<file path="src/shared/gated_timer_defs.vh">
`ifndef GATED_TIMER_DEFS_VH
`define GATED_TIMER_DEFS_VH

// register byte addresses
`define ADDR_CNT_LO 8'h00
`define ADDR_CNT_HI 8'h04
`define ADDR_CTRL 8'h08
`define ADDR_CMP_CTRL 8'h0c
`define ADDR_FLAG 8'h10
`define ADDR_PIE 8'h14
`define ADDR_IRQ_CTRL 8'h18
`define ADDR_PIN_VIEW 8'h1c

// control register fields
`define CTL_ON 0
`define CTL_CS 1
`define CTL_SYNC 2
`define CTL_OSC 3
`define CTL_PS_LO 4
`define CTL_PS_HI 5
`define CTL_GE 6
`define CTL_GINV 7

// other register fields
`define CMP_GSS 1
`define FLAG_OVF 0
`define PIE_OVF 0
`define IRQ_PERIPHERAL_IRQ_ENABLE 6
`define IRQ_GIE 7
`define VIEW_DATA_A 0
`define VIEW_DATA_B 1
`define VIEW_DIR_A 2
`define VIEW_DIR_B 3

// reset values
`define CTRL_RST 8'h00
`define CMP_RST 8'h02
`define BYTE_ZERO 8'h00
`define CNT_RST 16'h0000
`define CNT_MAX 16'hffff

// prescaler terminal counts per ratio
`define PS_LAST_1 3'h0
`define PS_LAST_2 3'h1
`define PS_LAST_4 3'h3
`define PS_LAST_8 3'h7

// timing
`define INSTR_DIV 4
`define RESP_OKAY 2'b00
`define RESP_SLVERR 2'b10

`endif

</file>
<file path="src/hdl/gated_timer_counter_16bit.v">
//
// Contract
// - 16-bit count, byte writes update live count
// - source select: instruction clock or external
// - internal source: one count per prescaled cycle
// - counter mode counts external rising edges
// - falling edge needed before first counted rise
// - prescaler divides by 1, 2, 4, 8
// - prescaler hidden, cleared by count writes
// - crystal enable starts oscillator, runs asleep
// - crystal only with internal or low-power clock
// - crystal on forces pins to input
// - bypass bit skips instruction-cycle synchronisation
// - asynchronous mode counts and wakes in sleep
// - mode switch may drop or add count
// - byte reads valid while counting asynchronously
// - gate source: gate pin or comparator two
// - gate applies only when gate enabled
// - invert bit flips gate for either source
// - rollover to zero sets overflow flag
// - interrupt needs three enables plus flag
// - prescale codes 00..11 give 1..8
// - invert 1 counts high, 0 counts low
// - gate enable ignored while timer off
//
`timescale 1ns/1ns
`include "gated_timer_defs.vh"

module gated_timer_counter_16bit #(
    parameter INSTR_DIV = `INSTR_DIV
) (
    // clock and reset
    input wire ref_clk,
    input wire rst_n,
    // axi4-lite write address
    input wire [7:0] s_axi_awaddr,
    input wire s_axi_awvalid,
    output reg s_axi_awready,
    // axi4-lite write data
    input wire [31:0] s_axi_wdata,
    input wire [3:0] s_axi_wstrb,
    input wire s_axi_wvalid,
    output reg s_axi_wready,
    // axi4-lite write response
    output reg [1:0] s_axi_bresp,
    output reg s_axi_bvalid,
    input wire s_axi_bready,
    // axi4-lite read address
    input wire [7:0] s_axi_araddr,
    input wire s_axi_arvalid,
    output reg s_axi_arready,
    // axi4-lite read data
    output reg [31:0] s_axi_rdata,
    output reg [1:0] s_axi_rresp,
    output reg s_axi_rvalid,
    input wire s_axi_rready,
    // pins from outside the clock domain
    input wire externalCountInput,
    input wire crystalClockIn,
    input wire gatePin,
    input wire comparatorTwoOutput,
    // system state from same-clock logic
    input wire sleepMode,
    input wire internalOscillator,
    input wire lowPowerCrystalMode,
    input wire oscPinADirectionIn,
    input wire oscPinBDirectionIn,
    input wire oscPinADataIn,
    input wire oscPinBDataIn,
    // oscillator and pin control
    output reg crystalOscRun,
    output reg oscPinsForcedInput,
    // interrupt and wake
    output reg irqRequest,
    output reg wakeRequest
);

    localparam [2:0] DIV_LAST = INSTR_DIV[2:0] - 3'h1;

    // prescale code to terminal count
    function [2:0] presLast;
        input [1:0] code;
        begin
            case (code)
                2'b00: presLast = `PS_LAST_1;
                2'b01: presLast = `PS_LAST_2;
                2'b10: presLast = `PS_LAST_4;
                default: presLast = `PS_LAST_8;
            endcase
        end
    endfunction

    // ------------------------------------------------------------
    // registers
    // ------------------------------------------------------------
    reg [15:0] count_r;
    reg [7:0] ctrl_r;
    reg [7:0] cmpCtrl_r;
    reg overflowFlag_r;
    reg pieOvf_r;
    reg peripheral_irq_enable_r;
    reg gie_r;
    reg [2:0] presCnt_r;
    reg [2:0] divCnt_r;
    reg armed_r;
    reg pend_r;
    reg srcPrev_r;
    reg [3:0] syncA_r;
    reg [3:0] syncB_r;
    reg [3:0] syncC_r;
    reg [3:0] filt_r;
    reg [7:0] awAddr_r;
    reg awHave_r;
    reg [7:0] wData_r;
    reg wStrb_r;
    reg wHave_r;

    // ------------------------------------------------------------
    // input synchronisers
    // ------------------------------------------------------------
    wire [3:0] pinsIn;
    assign pinsIn = {comparatorTwoOutput, gatePin, crystalClockIn, externalCountInput};

    always @(posedge ref_clk)
    begin
        if (!rst_n)
        begin
            syncA_r <= 4'h0;
            syncB_r <= 4'h0;
            syncC_r <= 4'h0;
            filt_r <= 4'h0;
        end
        else
        begin
            syncA_r <= pinsIn;
            syncB_r <= syncA_r;
            syncC_r <= syncB_r;
            // level moves only once stages two and three agree
            filt_r <= (syncB_r & syncC_r) | (filt_r & (syncB_r | syncC_r));
        end
    end

    // ------------------------------------------------------------
    // clock source, gate and prescaler
    // ------------------------------------------------------------
    wire oscActive;
    wire extMode;
    wire asyncMode;
    wire srcLevel;
    wire srcRise;
    wire srcFall;
    wire instrTick;
    wire gateRaw;
    wire gateActive;
    wire runEn;
    wire rawTick;
    wire advance;
    wire wrFire;
    wire wrLo;
    wire wrHi;

    assign oscActive = ctrl_r[`CTL_OSC] & (internalOscillator | lowPowerCrystalMode);
    assign extMode = ctrl_r[`CTL_CS];
    assign asyncMode = extMode & ctrl_r[`CTL_SYNC];
    assign srcLevel = oscActive ? filt_r[1] : filt_r[0];
    assign srcRise = srcLevel & ~srcPrev_r;
    assign srcFall = ~srcLevel & srcPrev_r;
    assign instrTick = (divCnt_r == DIV_LAST);
    assign gateRaw = cmpCtrl_r[`CMP_GSS] ? filt_r[3] : filt_r[2];
    assign gateActive = ctrl_r[`CTL_GINV] ? gateRaw : ~gateRaw;
    assign runEn = ctrl_r[`CTL_ON] & (~ctrl_r[`CTL_GE] | gateActive);

    // internal and synchronised sources freeze in sleep, asynchronous does not
    assign rawTick = !extMode ? (instrTick & ~sleepMode) :
        asyncMode ? (srcRise & armed_r) :
        (pend_r & instrTick & ~sleepMode);
    assign advance = runEn & rawTick & (presCnt_r == presLast(ctrl_r[`CTL_PS_HI:`CTL_PS_LO]));

    assign wrFire = awHave_r & wHave_r & wStrb_r & ~s_axi_bvalid;
    assign wrLo = wrFire & (awAddr_r == `ADDR_CNT_LO);
    assign wrHi = wrFire & (awAddr_r == `ADDR_CNT_HI);

    always @(posedge ref_clk)
    begin
        if (!rst_n)
        begin
            divCnt_r <= 3'h0;
            srcPrev_r <= 1'b0;
            armed_r <= 1'b0;
            pend_r <= 1'b0;
            presCnt_r <= 3'h0;
        end
        else
        begin
            divCnt_r <= instrTick ? 3'h0 : divCnt_r + 3'h1;
            srcPrev_r <= srcLevel;
            // a falling edge arms the edge counter
            if (!extMode || !ctrl_r[`CTL_ON])
                armed_r <= 1'b0;
            else if (srcFall)
                armed_r <= 1'b1;
            // synchronised mode holds an edge until the next instruction cycle
            if (!extMode || asyncMode)
                pend_r <= 1'b0;
            else if (srcRise & armed_r)
                pend_r <= 1'b1;
            else if (instrTick & ~sleepMode)
                pend_r <= 1'b0;
            if (wrLo | wrHi)
                presCnt_r <= 3'h0;
            else if (runEn & rawTick)
                presCnt_r <= advance ? 3'h0 : presCnt_r + 3'h1;
        end
    end

    // ------------------------------------------------------------
    // count and overflow
    // ------------------------------------------------------------
    wire rollover;
    wire flagWrite;
    assign rollover = advance & (count_r == `CNT_MAX) & ~wrLo & ~wrHi;
    assign flagWrite = wrFire & (awAddr_r == `ADDR_FLAG);

    always @(posedge ref_clk)
    begin
        if (!rst_n)
            count_r <= `CNT_RST;
        else if (wrLo)
            count_r <= {count_r[15:8], wData_r};
        else if (wrHi)
            count_r <= {wData_r, count_r[7:0]};
        else if (advance)
            count_r <= count_r + 16'h0001;
    end

    // ------------------------------------------------------------
    // control registers
    // ------------------------------------------------------------
    always @(posedge ref_clk)
    begin
        if (!rst_n)
        begin
            ctrl_r <= `CTRL_RST;
            cmpCtrl_r <= `CMP_RST;
            overflowFlag_r <= 1'b0;
            pieOvf_r <= 1'b0;
            peripheral_irq_enable_r <= 1'b0;
            gie_r <= 1'b0;
        end
        else
        begin
            if (wrFire & (awAddr_r == `ADDR_CTRL))
                ctrl_r <= wData_r;
            if (wrFire & (awAddr_r == `ADDR_CMP_CTRL))
                cmpCtrl_r <= wData_r;
            if (wrFire & (awAddr_r == `ADDR_PIE))
                pieOvf_r <= wData_r[`PIE_OVF];
            if (wrFire & (awAddr_r == `ADDR_IRQ_CTRL))
            begin
                peripheral_irq_enable_r <= wData_r[`IRQ_PERIPHERAL_IRQ_ENABLE];
                gie_r <= wData_r[`IRQ_GIE];
            end
            // hardware set wins over a software clear in the same cycle
            if (rollover)
                overflowFlag_r <= 1'b1;
            else if (flagWrite)
                overflowFlag_r <= wData_r[`FLAG_OVF];
        end
    end

    // ------------------------------------------------------------
    // interrupt, wake and oscillator outputs
    // ------------------------------------------------------------
    always @(posedge ref_clk)
    begin
        if (!rst_n)
        begin
            irqRequest <= 1'b0;
            wakeRequest <= 1'b0;
            crystalOscRun <= 1'b0;
            oscPinsForcedInput <= 1'b0;
        end
        else
        begin
            irqRequest <= overflowFlag_r & pieOvf_r & peripheral_irq_enable_r & gie_r;
            wakeRequest <= overflowFlag_r & pieOvf_r & peripheral_irq_enable_r & sleepMode;
            crystalOscRun <= oscActive;
            oscPinsForcedInput <= oscActive;
        end
    end

    // ------------------------------------------------------------
    // axi4-lite write channel
    // ------------------------------------------------------------
    always @(posedge ref_clk)
    begin
        if (!rst_n)
        begin
            awAddr_r <= `BYTE_ZERO;
            awHave_r <= 1'b0;
            wData_r <= `BYTE_ZERO;
            wStrb_r <= 1'b0;
            wHave_r <= 1'b0;
            s_axi_awready <= 1'b0;
            s_axi_wready <= 1'b0;
            s_axi_bvalid <= 1'b0;
            s_axi_bresp <= `RESP_OKAY;
        end
        else
        begin
            s_axi_awready <= ~awHave_r & ~(s_axi_awvalid & s_axi_awready);
            s_axi_wready <= ~wHave_r & ~(s_axi_wvalid & s_axi_wready);
            if (s_axi_awvalid & s_axi_awready)
            begin
                awAddr_r <= s_axi_awaddr;
                awHave_r <= 1'b1;
            end
            if (s_axi_wvalid & s_axi_wready)
            begin
                wData_r <= s_axi_wdata[7:0];
                wStrb_r <= s_axi_wstrb[0];
                wHave_r <= 1'b1;
            end
            if (awHave_r & wHave_r & ~s_axi_bvalid)
            begin
                s_axi_bvalid <= 1'b1;
                s_axi_bresp <= (awAddr_r > `ADDR_PIN_VIEW) || (awAddr_r[1:0] != 2'b00) ?
                    `RESP_SLVERR : `RESP_OKAY;
                awHave_r <= 1'b0;
                wHave_r <= 1'b0;
            end
            else if (s_axi_bvalid & s_axi_bready)
                s_axi_bvalid <= 1'b0;
        end
    end

    // ------------------------------------------------------------
    // axi4-lite read channel
    // ------------------------------------------------------------
    reg [7:0] rdByte;
    reg rdOk;
    always @*
    begin
        rdByte = `BYTE_ZERO;
        rdOk = 1'b1;
        case (s_axi_araddr)
            `ADDR_CNT_LO: rdByte = count_r[7:0];
            `ADDR_CNT_HI: rdByte = count_r[15:8];
            `ADDR_CTRL: rdByte = ctrl_r;
            `ADDR_CMP_CTRL: rdByte = cmpCtrl_r;
            `ADDR_FLAG: rdByte[`FLAG_OVF] = overflowFlag_r;
            `ADDR_PIE: rdByte[`PIE_OVF] = pieOvf_r;
            `ADDR_IRQ_CTRL:
            begin
                rdByte[`IRQ_PERIPHERAL_IRQ_ENABLE] = peripheral_irq_enable_r;
                rdByte[`IRQ_GIE] = gie_r;
            end
            `ADDR_PIN_VIEW:
            begin
                rdByte[`VIEW_DATA_A] = oscPinADataIn & ~oscActive;
                rdByte[`VIEW_DATA_B] = oscPinBDataIn & ~oscActive;
                rdByte[`VIEW_DIR_A] = oscPinADirectionIn | oscActive;
                rdByte[`VIEW_DIR_B] = oscPinBDirectionIn | oscActive;
            end
            default: rdOk = 1'b0;
        endcase
    end

    always @(posedge ref_clk)
    begin
        if (!rst_n)
        begin
            s_axi_arready <= 1'b0;
            s_axi_rvalid <= 1'b0;
            s_axi_rdata <= 32'h00000000;
            s_axi_rresp <= `RESP_OKAY;
        end
        else
        begin
            s_axi_arready <= ~s_axi_rvalid & ~(s_axi_arvalid & s_axi_arready);
            if (s_axi_arvalid & s_axi_arready)
            begin
                s_axi_rvalid <= 1'b1;
                s_axi_rdata <= {24'h000000, rdByte};
                s_axi_rresp <= rdOk ? `RESP_OKAY : `RESP_SLVERR;
            end
            else if (s_axi_rvalid & s_axi_rready)
                s_axi_rvalid <= 1'b0;
        end
    end

endmodule // gated_timer_counter_16bit

</file>
<file path="config.mk">
export PLATFORM = sky130hd
export DESIGN_NAME = gated_timer_counter_16bit
export DESIGN_NICKNAME = d
export VERILOG_FILES = /design/src/hdl/gated_timer_counter_16bit.v
export VERILOG_INCLUDE_DIRS = /design/src /design/src/shared
export SDC_FILE = /design/constraint.sdc
export NUM_CORES = 1
export LEC_CHECK = 0
export BUFFER_PORTS_ARGS = -buffer_cell sky130_fd_sc_hd__buf_2
export CORE_MARGIN = 3
export CORE_UTILIZATION = 28
export CTS_CLUSTER_DIAMETER = 100
export DETAILED_ROUTE_END_ITERATION = 6
export GPL_ROUTABILITY_DRIVEN = 1
export PLACE_DENSITY = 0.55
export SLEW_MARGIN = 15
export SYNTH_ARGS = -nofsm -noshare
export SYNTH_HDL_FRONTEND = slang
export SYNTH_SLANG_ARGS = --single-unit
</file>
<file path="constraint.sdc">
create_clock -name ref_clk -period 5.5 [get_ports ref_clk]
set_input_delay 0.275 -clock ref_clk [delete_from_list [all_inputs] [get_ports ref_clk]]
set_output_delay 0.275 -clock ref_clk [all_outputs]
set_load 0.01 [all_outputs]
</file>
==> impl_metrics.env, run 1 <==
export IMPL_syn_inst=517
export IMPL_num_vias=3836
export IMPL_fmax_mhz=344.1
export IMPL_drc=0
export IMPL_grt_max_degree=95
export IMPL_setup_tns_ns=0
export IMPL_clk_latency_ns=0.35
export IMPL_dr_pass1_iters=5
export IMPL_grt_remaining_overflow=0
export IMPL_yosysMostFrequentCell="dfxtp_1"
export IMPL_ctsHoldBuffers=0
export IMPL_cts_root_buf="clkbuf_16"
export IMPL_critPathTopFamily="simple AND/OR/NAND/NOR gates"
export IMPL_critical_path_slowest_cell="a211oi_1"
export IMPL_htreeDepth=3
export IMPL_leakage_nw=2.066
export IMPL_synth_common_cells="dfxtp_1 (98), nand2_1 (71), a21boi_0 (27), buf_4 (27), and2_1 (25)"
export IMPL_powerDensity_nw_per_um2=284.6
export IMPL_clkTransAtPathRegs_ns=0.07
export IMPL_setup_viol=0
export IMPL_synth_seq_cells=98
export IMPL_synth_top_cells_by_area="dfxtp_1 (42%), nand2_1 (5.7%), mux2i_1 (4.9%), a21boi_0 (4.4%), buf_4 (4.4%)"
export IMPL_critPathKind="register to register"
export IMPL_placed_area_sq_um=5034
export IMPL_antenna_found_initial=0
export IMPL_initial_core_util_pct=28.97
export IMPL_cp_start_kind="register"
export IMPL_antenna_cells=0
export IMPL_final_area_sq_um=5360
export IMPL_maxCapViolations=0
export IMPL_viasPerCell=4.880
export IMPL_area_delta_synth_final_pct=15.22
export IMPL_die_x_um=134.9
export IMPL_worstPathRequired_ns=5.76
export IMPL_netlist_area_leader_share_pct=42.17
export IMPL_maxSlewViolCount=0
export IMPL_syn_avg_cell_area_sq_um=8.998
export IMPL_drive_gt1_share_pct=17.54
export IMPL_die_h_um=134.9
export IMPL_fillers=1650
export IMPL_final_nets=639
export IMPL_yosys_area_top_type="dfxtp_1"
export IMPL_cp_arrival_ns=3.16
export IMPL_fin_skew_ns=0.006435
export IMPL_synthArstFlopShare_pct=0
export IMPL_clock_sinks=98
export IMPL_crit_buf_inv=0
export IMPL_dp_hpwl_mm=8.694
export IMPL_finalCritPeriodShare_pct=52.84
export IMPL_io_pins=115
export IMPL_slowest_delay_ns=0.61
export IMPL_synth_edf_count=0
export IMPL_worst_pin_slew_ns=0.8551
export IMPL_detail_route_iter0_violations=243
export IMPL_regArea_sq_um=1962
export IMPL_end_kind="register"
export IMPL_clock_path_buffers=2
export IMPL_synth_top_flop_cell="dfxtp_1"
export IMPL_crit_fanout=8
export IMPL_cts_tree="yes"
export IMPL_grt_use_total_pct=13.18
export IMPL_gp_congestion=0.8261
export IMPL_ir_drop_mv=0.1908
export IMPL_core_sq_um=16060
export IMPL_multi_input_area_sq_um=2429
export IMPL_routed_wl_mm=11.87
export IMPL_grt_pass1_wl_mm=18.79
export IMPL_portBuffers=61
export IMPL_cp_cell_sequence="ha_1 > ha_1 > nand2b_1 > a2bb2oi_1 > a211oi_1 > nand4_1 > or4_1 > a211oi_1"
export IMPL_finish_utilization_pct=33.38
export IMPL_seq_area_frac_synth_pct=42.17
export IMPL_rsz0062_at_grt="false"
export IMPL_dieArea_sq_um=18200
export IMPL_grt_pass1_vias=3642
export IMPL_ant_nets=0
export IMPL_regToRegSetupSlack_ns=2.59
export IMPL_hold_viol=0
export IMPL_fin_crit_ns=2.906
export IMPL_yosysWarnings=0
export IMPL_whs_ns=0.1288
export IMPL_synth_area_sq_um=4652
export IMPL_row_count=46
export IMPL_relSlewSlack_pct=42.52
export IMPL_hold_class="input pin to register"
export IMPL_status="finished clean"
export IMPL_post_cts_setup_buffers=0
export IMPL_post_drt_wl_per_cell_um=15.10
export IMPL_ctsResizeCount=0
export IMPL_synth_distinct_cells=59
export IMPL_numCtsBuffers=9
path summary, 6_finish.rpt:
check / from / cells after the start / endpoint
worst max register to register: divCnt_r[0]$_SDFF_PP0_ / 8 / count_r[12]$_SDFFE_PN0P_
worst max-delay path: divCnt_r[0]$_SDFF_PP0_ / 8 / count_r[12]$_SDFFE_PN0P_
worst min register to register: divCnt_r[0]$_SDFF_PP0_ / 1 / divCnt_r[0]$_SDFF_PP0_
worst min-delay path: externalCountInput / 2 / syncA_r[0]$_SDFF_PN0_
routing by layer:
layer	track usage, %	vias up	share of wire (%)
li1	-	1866	-
met1	17.18	1817	45
met2	20.65	133	46
met3	4.098	20	6.8
met4	4.638	0	2.3
met5	0	-	0
through the flow:
step           setup slack (ns)  power (mW)  instances
3_3_place_gp              2.698      0.8504        770
3_5_place_dp              2.658      0.8529        770
4_1_cts                   2.630       1.549        786
6_report                  2.594       1.525        786
2_1_floorplan             3.023      0.8276        542
5_1_grt                   2.436       1.587        786
power by group:
part	internal (mW)	total (mW)	switching, mW
registers	0.727	0.744	0.0166
clock network	0.403	0.690	0.287
logic	0.0383	0.0914	0.0531
cell type report:
cell class | count | share of cell area (%)
multi-input cells | 379 | 45.31
flip-flops and latches | 98 | 36.60
repair buffers | 63 | 5.976
well taps | 216 | 5.042
clock buffers | 9 | 4.202
clock inverters | 7 | 1.891
inverters | 14 | 0.9804
worst reg2reg max path, cell delays in order, from the launching register on:
cell and delay (ns):
dfxtp_1 0.34, ha_1 0.15, ha_1 0.16, nand2b_1 0.11, a2bb2oi_1 0.16, a211oi_1 0.61
nand4_1 0.50, or4_1 0.53, a211oi_1 0.26
cell usage in the layout, fill, tap and decap left out, types with 5 or more instances in the layout:
master / n
dfxtp_1: 98
nand2_1: 71
buf_2: 61
a21boi_0: 27
conb_1: 26
and2_1: 25
nor2_1: 23
mux2i_1: 23
nor2b_1: 23
o21ai_0: 22
inv_1: 14
a21oi_1: 11
nor3_1: 10
a31oi_1: 10
nand3_1: 9
nand4_1: 9
clkbuf_16: 9
mux4_2: 8
nand2b_1: 7
or4_1: 5
kinds of logic after synthesis:
kind of cell | after synthesis | share of synthesized area (%)
other | 1 | 0.08061
and+or+nand+nor | 212 | 24.26
adders and majority gates | 4 | 1.076
buffers and inverters | 65 | 7.773
DFF | 98 | 42.17
muxes | 32 | 9.064
AOI/OAI and AO/OA | 103 | 15.20
xor gates and xnor gates | 2 | 0.3766
state kept, by name (all words and copies together), names as in the netlist, 3 cells and up:
register     count
syncA_r          4
divCnt_r         3
syncC_r          4
ctrl_r           8
s_axi_rdata      8
wData_r          8
filt_r           4
cmpCtrl_r        8
count_r         16
awAddr_r         8
presCnt_r        3
syncB_r          4
Note: power is estimated with default switching activity, not from simulation.
==> run 2: changes to the inputs <==
==> constraint.sdc (replaced) <==
create_clock -name ref_clk -period 2.8 [get_ports ref_clk]
set_input_delay 0.14 -clock ref_clk [delete_from_list [all_inputs] [get_ports ref_clk]]
set_output_delay 0.14 -clock ref_clk [all_outputs]
set_load 0.01 [all_outputs]
==> run 2 against run 1 <==
Compared with the run above:
- routed wire length rose by 1.1%
- hold slack got worse by 0.12 ns
- final cell count rose by 1.7%
- clock power rose by 110%
- die area did not move
- utilization rose by 0.76 points
- design area rose by 2.3%
- first-iteration DRC count fell by 16%
- register-to-register slack got worse by 2.3 ns
- critical endpoint is now count_r[6]$_SDFFE_PN0P_
- largest power group unchanged
==> impl_metrics.env, run 2 (synthesis gave the netlist of run 1 again) <==
export IMPL_post_drt_wl_per_cell_um=15.02
export IMPL_maxSlewViolCount=0
export IMPL_ant_nets=0
export IMPL_power_mw=3.066
export IMPL_powerDensity_nw_per_um2=559.3
export IMPL_hold_class="input pin to register"
export IMPL_final_nets=652
export IMPL_cp_start_kind="register"
export IMPL_layout_common_cells="dfxtp_1 (98), nand2_1 (71), buf_2 (61)"
export IMPL_io_pins=115
export IMPL_critPathTopFamily="simple AND/OR/NAND/NOR gates"
export IMPL_fin_skew_ns=0.005616
export IMPL_grt_pass1_vias=3804
export IMPL_end_kind="register"
export IMPL_final_common_cell="dfxtp_1"
export IMPL_final_area_sq_um=5482
export IMPL_worstPathRequired_ns=3.03
export IMPL_num_vias=3793
export IMPL_initial_core_util_pct=28.97
export IMPL_cp_arrival_ns=2.70
export IMPL_swShare_pct=21.46
export IMPL_rsz0062_at_grt="false"
export IMPL_status="finished clean"
export IMPL_area_delta_synth_final_pct=17.83
export IMPL_dieArea_sq_um=18200
export IMPL_largest_register="count_r"
export IMPL_drive_gt1_share_pct=18.70
export IMPL_grt_max_degree=45
export IMPL_critPathKind="register to register"
export IMPL_seqPwrFrac_pct=47.7
export IMPL_cp_startpoint="awAddr_r[7]$_SDFFE_PN0P_"
export IMPL_antenna_cells=0
export IMPL_crit_fanout=7
export IMPL_fillers=1645
export IMPL_clk_latency_ns=0.34
export IMPL_comb_power_share_pct=6.0
export IMPL_regToRegSetupSlack_ns=0.34
export IMPL_p_int_mw=2.408
export IMPL_cts_root_buf="clkbuf_16"
export IMPL_grt_use_total_pct=13.40
export IMPL_dr_pass1_iters=5
export IMPL_row_count=46
export IMPL_clock_path_buffers=2
export IMPL_critical_path_slowest_cell="or4_4"
export IMPL_worst_pin_slew_ns=0.7899
export IMPL_drc=0
export IMPL_htreeDepth=3
export IMPL_post_cts_setup_buffers=0
export IMPL_largest_register_ffs=16
export IMPL_setup_viol=0
export IMPL_worstReg2RegStart="awAddr_r[7]$_SDFFE_PN0P_"
export IMPL_reg2reg_to="count_r[6]$_SDFFE_PN0P_"
export IMPL_setup_tns_ns=0
export IMPL_finalCritPeriodShare_pct=87.98
export IMPL_detail_route_iter0_violations=204
export IMPL_core_sq_um=16060
export IMPL_slowest_delay_ns=0.55
export IMPL_cp_depth=6
export IMPL_fin_crit_ns=2.463
export IMPL_routed_wl_mm=12.00
export IMPL_viasPerCell=4.747
export IMPL_clock_sinks=98
export IMPL_p_clk_share_pct=46.3
export IMPL_cpMostUsedCell="or4_4"
export IMPL_die_x_um=134.9
export IMPL_numCtsBuffers=9
export IMPL_placed_area_sq_um=5116
export IMPL_ctsResizeCount=0
export IMPL_fmax_mhz=405.9
export IMPL_gp_congestion=0.9047
export IMPL_maxCapViolations=0
export IMPL_ir_drop_mv=0.3704
export IMPL_cts_tree="yes"
export IMPL_die_h_um=134.9
export IMPL_crit_end="count_r[6]$_SDFFE_PN0P_"
export IMPL_antenna_found_initial=0
export IMPL_hold_viol=0
export IMPL_power_switching_uw=658.1
export IMPL_cp_cell_sequence="or4_4 > or4_4 > or4_4 > nand2_2 > a31oi_1 > o31a_1"
export IMPL_clkTransAtPathRegs_ns=0.07
export IMPL_grt_pass1_wl_mm=19.49
export IMPL_relSlewSlack_pct=47.34
export IMPL_portBuffers=61
export IMPL_crit_buf_inv=0
export IMPL_dp_hpwl_mm=9.072
export IMPL_r2r_cells=6
export IMPL_leakage_nw=2.135
export IMPL_grt_remaining_overflow=0
export IMPL_ctsHoldBuffers=2
[run 2: area by class of cell]
type / instances / area (sq um) / area share [%]
repair buffers: 76 / 422.9 / 7.715
inverters: 14 / 52.55 / 0.9587
clock buffers: 12 / 246.5 / 4.497
flip-flops and latches: 98 / 1962 / 35.79
multi-input cells: 379 / 2429 / 44.30
clock inverters: 4 / 98.84 / 1.803
well taps: 216 / 270.3 / 4.930
[run 2: stage by stage]
step                util (%)  instances  hold slack (ns)  worst slack (ns)
detailed placement     31.86        781           0.3495            0.3401
floorplan                  -        542           0.2522            0.3228
global placement       31.86        781           0.3448            0.3614
finish                 34.14        799         0.009765            0.3366
CTS                    34.14        799         0.003102            0.3342
global route           34.14        799         0.009125            0.1618
[run 2: how the worst min path moves through the flow]
stage | from | depth (start not counted) | end | slack, ns
after floorplan | sleepMode | 2 | wakeRequest$_SDFF_PN0_ | 0.25
after global placement | crystalClockIn | 2 | syncA_r[1]$_SDFF_PN0_ | 0.34
after detailed placement | crystalClockIn | 2 | syncA_r[1]$_SDFF_PN0_ | 0.35
after CTS | gatePin | 2 | syncA_r[2]$_SDFF_PN0_ | 0.003
after global routing | gatePin | 2 | syncA_r[2]$_SDFF_PN0_ | 0.009
final | gatePin | 2 | syncA_r[2]$_SDFF_PN0_ | 0.01
[run 2: power groups by stage]
| stage | Sequential, mW | Combinational [mW] | Clock, mW |
|---|---|---|---|
| CTS | 1.46 | 0.187 | 1.45 |
| finish | 1.46 | 0.185 | 1.42 |
| detailed placement | 1.49 | 0.184 | 0 |
| floorplan | 1.48 | 0.142 | 0 |
| global route | 1.47 | 0.210 | 1.51 |
| global placement | 1.49 | 0.180 | 0 |
[run 2: routing by layer]
layer	part of all wire [%]	routed length (um)	track usage, %	up-vias
met3	6.4	769	3.539	6
met4	0.53	63	2.602	0
met5	0	0	0	-
li1	-	-	-	1897
met1	47	5607	18.01	1763
met2	46	5557	21.85	127
==> run 3: changes to the inputs <==
--- a/config.mk
+++ b/config.mk
@@ -8,11 +8,12 @@
 export LEC_CHECK = 0
 export BUFFER_PORTS_ARGS = -buffer_cell sky130_fd_sc_hd__buf_2
 export CORE_MARGIN = 3
-export CORE_UTILIZATION = 28
+export CORE_UTILIZATION = 37
 export CTS_CLUSTER_DIAMETER = 100
 export DETAILED_ROUTE_END_ITERATION = 6
 export GPL_ROUTABILITY_DRIVEN = 1
-export PLACE_DENSITY = 0.55
+export MAX_ROUTING_LAYER = met4
+export PLACE_DENSITY = 0.67
 export SLEW_MARGIN = 15
 export SYNTH_ARGS = -nofsm -noshare
 export SYNTH_HDL_FRONTEND = slang
==> constraint.sdc (replaced) <==
create_clock -name ref_clk -period 2.9 [get_ports ref_clk]
set_input_delay 0.145 -clock ref_clk [delete_from_list [all_inputs] [get_ports ref_clk]]
set_output_delay 0.145 -clock ref_clk [all_outputs]
set_load 0.01 [all_outputs]
==> run 3 against run 2 <==
Compared with the run above:
- sequential share of layout area is 0.93 points higher
- count of clock-buffer cells in the layout shrank 3
- clock power decreased by 15%
- design area shrank 2.5%
- combinational power fell by 8%
- first-iteration DRC count is 22% lower
- highest routed layer unchanged
- routed wire length fell by 10%
==> impl_metrics.env, run 3 (synthesis gave the netlist of run 1 again) <==
export IMPL_relSlewSlack_pct=53.62
export IMPL_p_int_mw=2.068
export IMPL_io_pins=115
export IMPL_initial_core_util_pct=38.25
export IMPL_grt_max_degree=40
export IMPL_largest_register="count_r"
export IMPL_largest_register_ffs=16
export IMPL_cp_startpoint="awAddr_r[7]$_SDFFE_PN0P_"
export IMPL_grt_pass1_wl_mm=17.74
export IMPL_worstPathRequired_ns=3.14
export IMPL_post_cts_setup_buffers=0
export IMPL_dieArea_sq_um=13950
export IMPL_maxSlewViolCount=0
export IMPL_cp_arrival_ns=2.69
export IMPL_final_nets=647
export IMPL_core_sq_um=12160
export IMPL_antenna_cells=0
export IMPL_placed_area_sq_um=5026
export IMPL_setup_tns_ns=0
export IMPL_maxCapViolations=0
export IMPL_layout_common_cells="dfxtp_1 (98), nand2_1 (71), buf_2 (61)"
export IMPL_die_h_um=118.1
export IMPL_whs_path_depth=2
export IMPL_fin_skew_ns=0.008903
export IMPL_ir_drop_mv=0.2681
export IMPL_power_switching_uw=719.1
export IMPL_p_clk_share_pct=43.3
export IMPL_comb_power_share_pct=6.1
export IMPL_regToRegSetupSlack_ns=0.45
export IMPL_clkTransAtPathRegs_ns=0.08
export IMPL_final_common_cell="dfxtp_1"
export IMPL_routed_wl_mm=10.78
export IMPL_rsz0062_at_grt="false"
export IMPL_crit_fanout=7
export IMPL_dp_hpwl_mm=7.953
export IMPL_fin_cells=746
export IMPL_end_kind="register"
export IMPL_reg2reg_to="count_r[6]$_SDFFE_PN0P_"
export IMPL_ant_nets=0
export IMPL_powerDensity_nw_per_um2=521.7
export IMPL_final_area_sq_um=5343
export IMPL_viasPerCell=5.060
export IMPL_fmax_mhz=407.9
export IMPL_finalCritPeriodShare_pct=84.54
export IMPL_area_delta_synth_final_pct=14.85
export IMPL_whs_ns=0.01056
export IMPL_fin_crit_ns=2.452
export IMPL_status="finished clean"
export IMPL_row_count=40
export IMPL_finish_utilization_pct=43.93
export IMPL_post_drt_wl_per_cell_um=14.46
export IMPL_clk_latency_ns=0.34
export IMPL_grt_remaining_overflow=0
export IMPL_portBuffers=61
export IMPL_numCtsBuffers=9
export IMPL_clock_sinks=98
export IMPL_hold_viol=0
export IMPL_drc=0
export IMPL_gp_congestion=0.9312
export IMPL_cp_start_kind="register"
export IMPL_clock_path_buffers=2
export IMPL_worst_pin_slew_ns=0.6904
export IMPL_r2r_cells=6
export IMPL_swShare_pct=25.80
export IMPL_seqPwrFrac_pct=50.6
export IMPL_worstReg2RegStart="awAddr_r[7]$_SDFFE_PN0P_"
export IMPL_num_vias=3775
export IMPL_cts_root_buf="clkbuf_16"
export IMPL_critPathKind="register to register"
export IMPL_layout_setup_ws_ns=0.4482
export IMPL_grt_pass1_vias=3678
export IMPL_pre_cts_slack_ns=0.4564
export IMPL_hold_class="input pin to register"
export IMPL_place_inst=729
export IMPL_grt_use_total_pct=15.87
export IMPL_drive_gt1_share_pct=18.51
export IMPL_power_mw=2.787
export IMPL_die_x_um=118.1
export IMPL_dr_pass1_iters=4
export IMPL_cts_tree="yes"
export IMPL_detail_route_iter0_violations=159
export IMPL_setup_viol=0
export IMPL_htreeDepth=3
export IMPL_leakage_nw=2.095
export IMPL_crit_end="count_r[6]$_SDFFE_PN0P_"
export IMPL_antenna_found_initial=0
## run 3: changes by cell type in the layout (fill, tap and decap cells not counted), moves of 2 or more
cell and change:
inv_8 +2, clkbuf_1 -2, bufinv_16 -3, buf_4 -4
clkinv_8 +2
## run 3: routing by layer
layer  track usage, %  vias up  share of wire, %
li1                 -     1883                 -
met1            20.62     1783                46
met2            25.51      100                47
met3            2.871        9               5.2
met4            4.396        0               1.1
met5                -        -                 0
## run 3: power groups by stage
stage / Sequential (mW) / Clock (mW) / Combinational (mW)
finish: 1.41 / 1.21 / 0.171
global placement: 1.44 / 0 / 0.167
global route: 1.42 / 1.28 / 0.194
detailed placement: 1.44 / 0 / 0.171
floorplan: 1.43 / 0 / 0.138
CTS: 1.41 / 1.22 / 0.172
## run 3: critical path: stages (launching register included)
cell and delay [ns]:
dfxtp_1 0.32, or4_4 0.55, or4_4 0.55, or4_4 0.50, nand2_2 0.09, a31oi_1 0.04, o31a_1 0.30
## run 3: cell type report
| cell class | instances | area, sq um |
|---|---|---|
| Clock buffer | 9 | 225.2 |
| Timing Repair Buffer | 71 | 382.9 |
| Clock inverter | 7 | 81.33 |
| Multi-Input combinational cell | 379 | 2429 |
| Tap cell | 168 | 210.2 |
| Fill cell | 1188 | 6819 |
| Sequential cell | 98 | 1962 |
| Inverter | 14 | 52.55 |
## run 3: worst min path at each step
| stage | start | end | slack, ns |
|---|---|---|---|
| final | crystalClockIn | syncA_r[1]$_SDFF_PN0_ | 0.01 |
| after global routing | crystalClockIn | syncA_r[1]$_SDFF_PN0_ | 0.008 |
| after CTS | comparatorTwoOutput | syncA_r[3]$_SDFF_PN0_ | 0.005 |
| after detailed placement | externalCountInput | syncA_r[0]$_SDFF_PN0_ | 0.36 |
| after global placement | crystalClockIn | syncA_r[1]$_SDFF_PN0_ | 0.35 |
| after floorplan | sleepMode | wakeRequest$_SDFF_PN0_ | 0.26 |
## run 3: what timing repair did
| item | in CTS | in global routing |
|---|---|---|
| resized for setup | 0 | 0 |
| endpoints found under the setup margin | 0 | 0 |
| hold buffers | 1 | 0 |
| hold endpoints to repair | 1 | 0 |
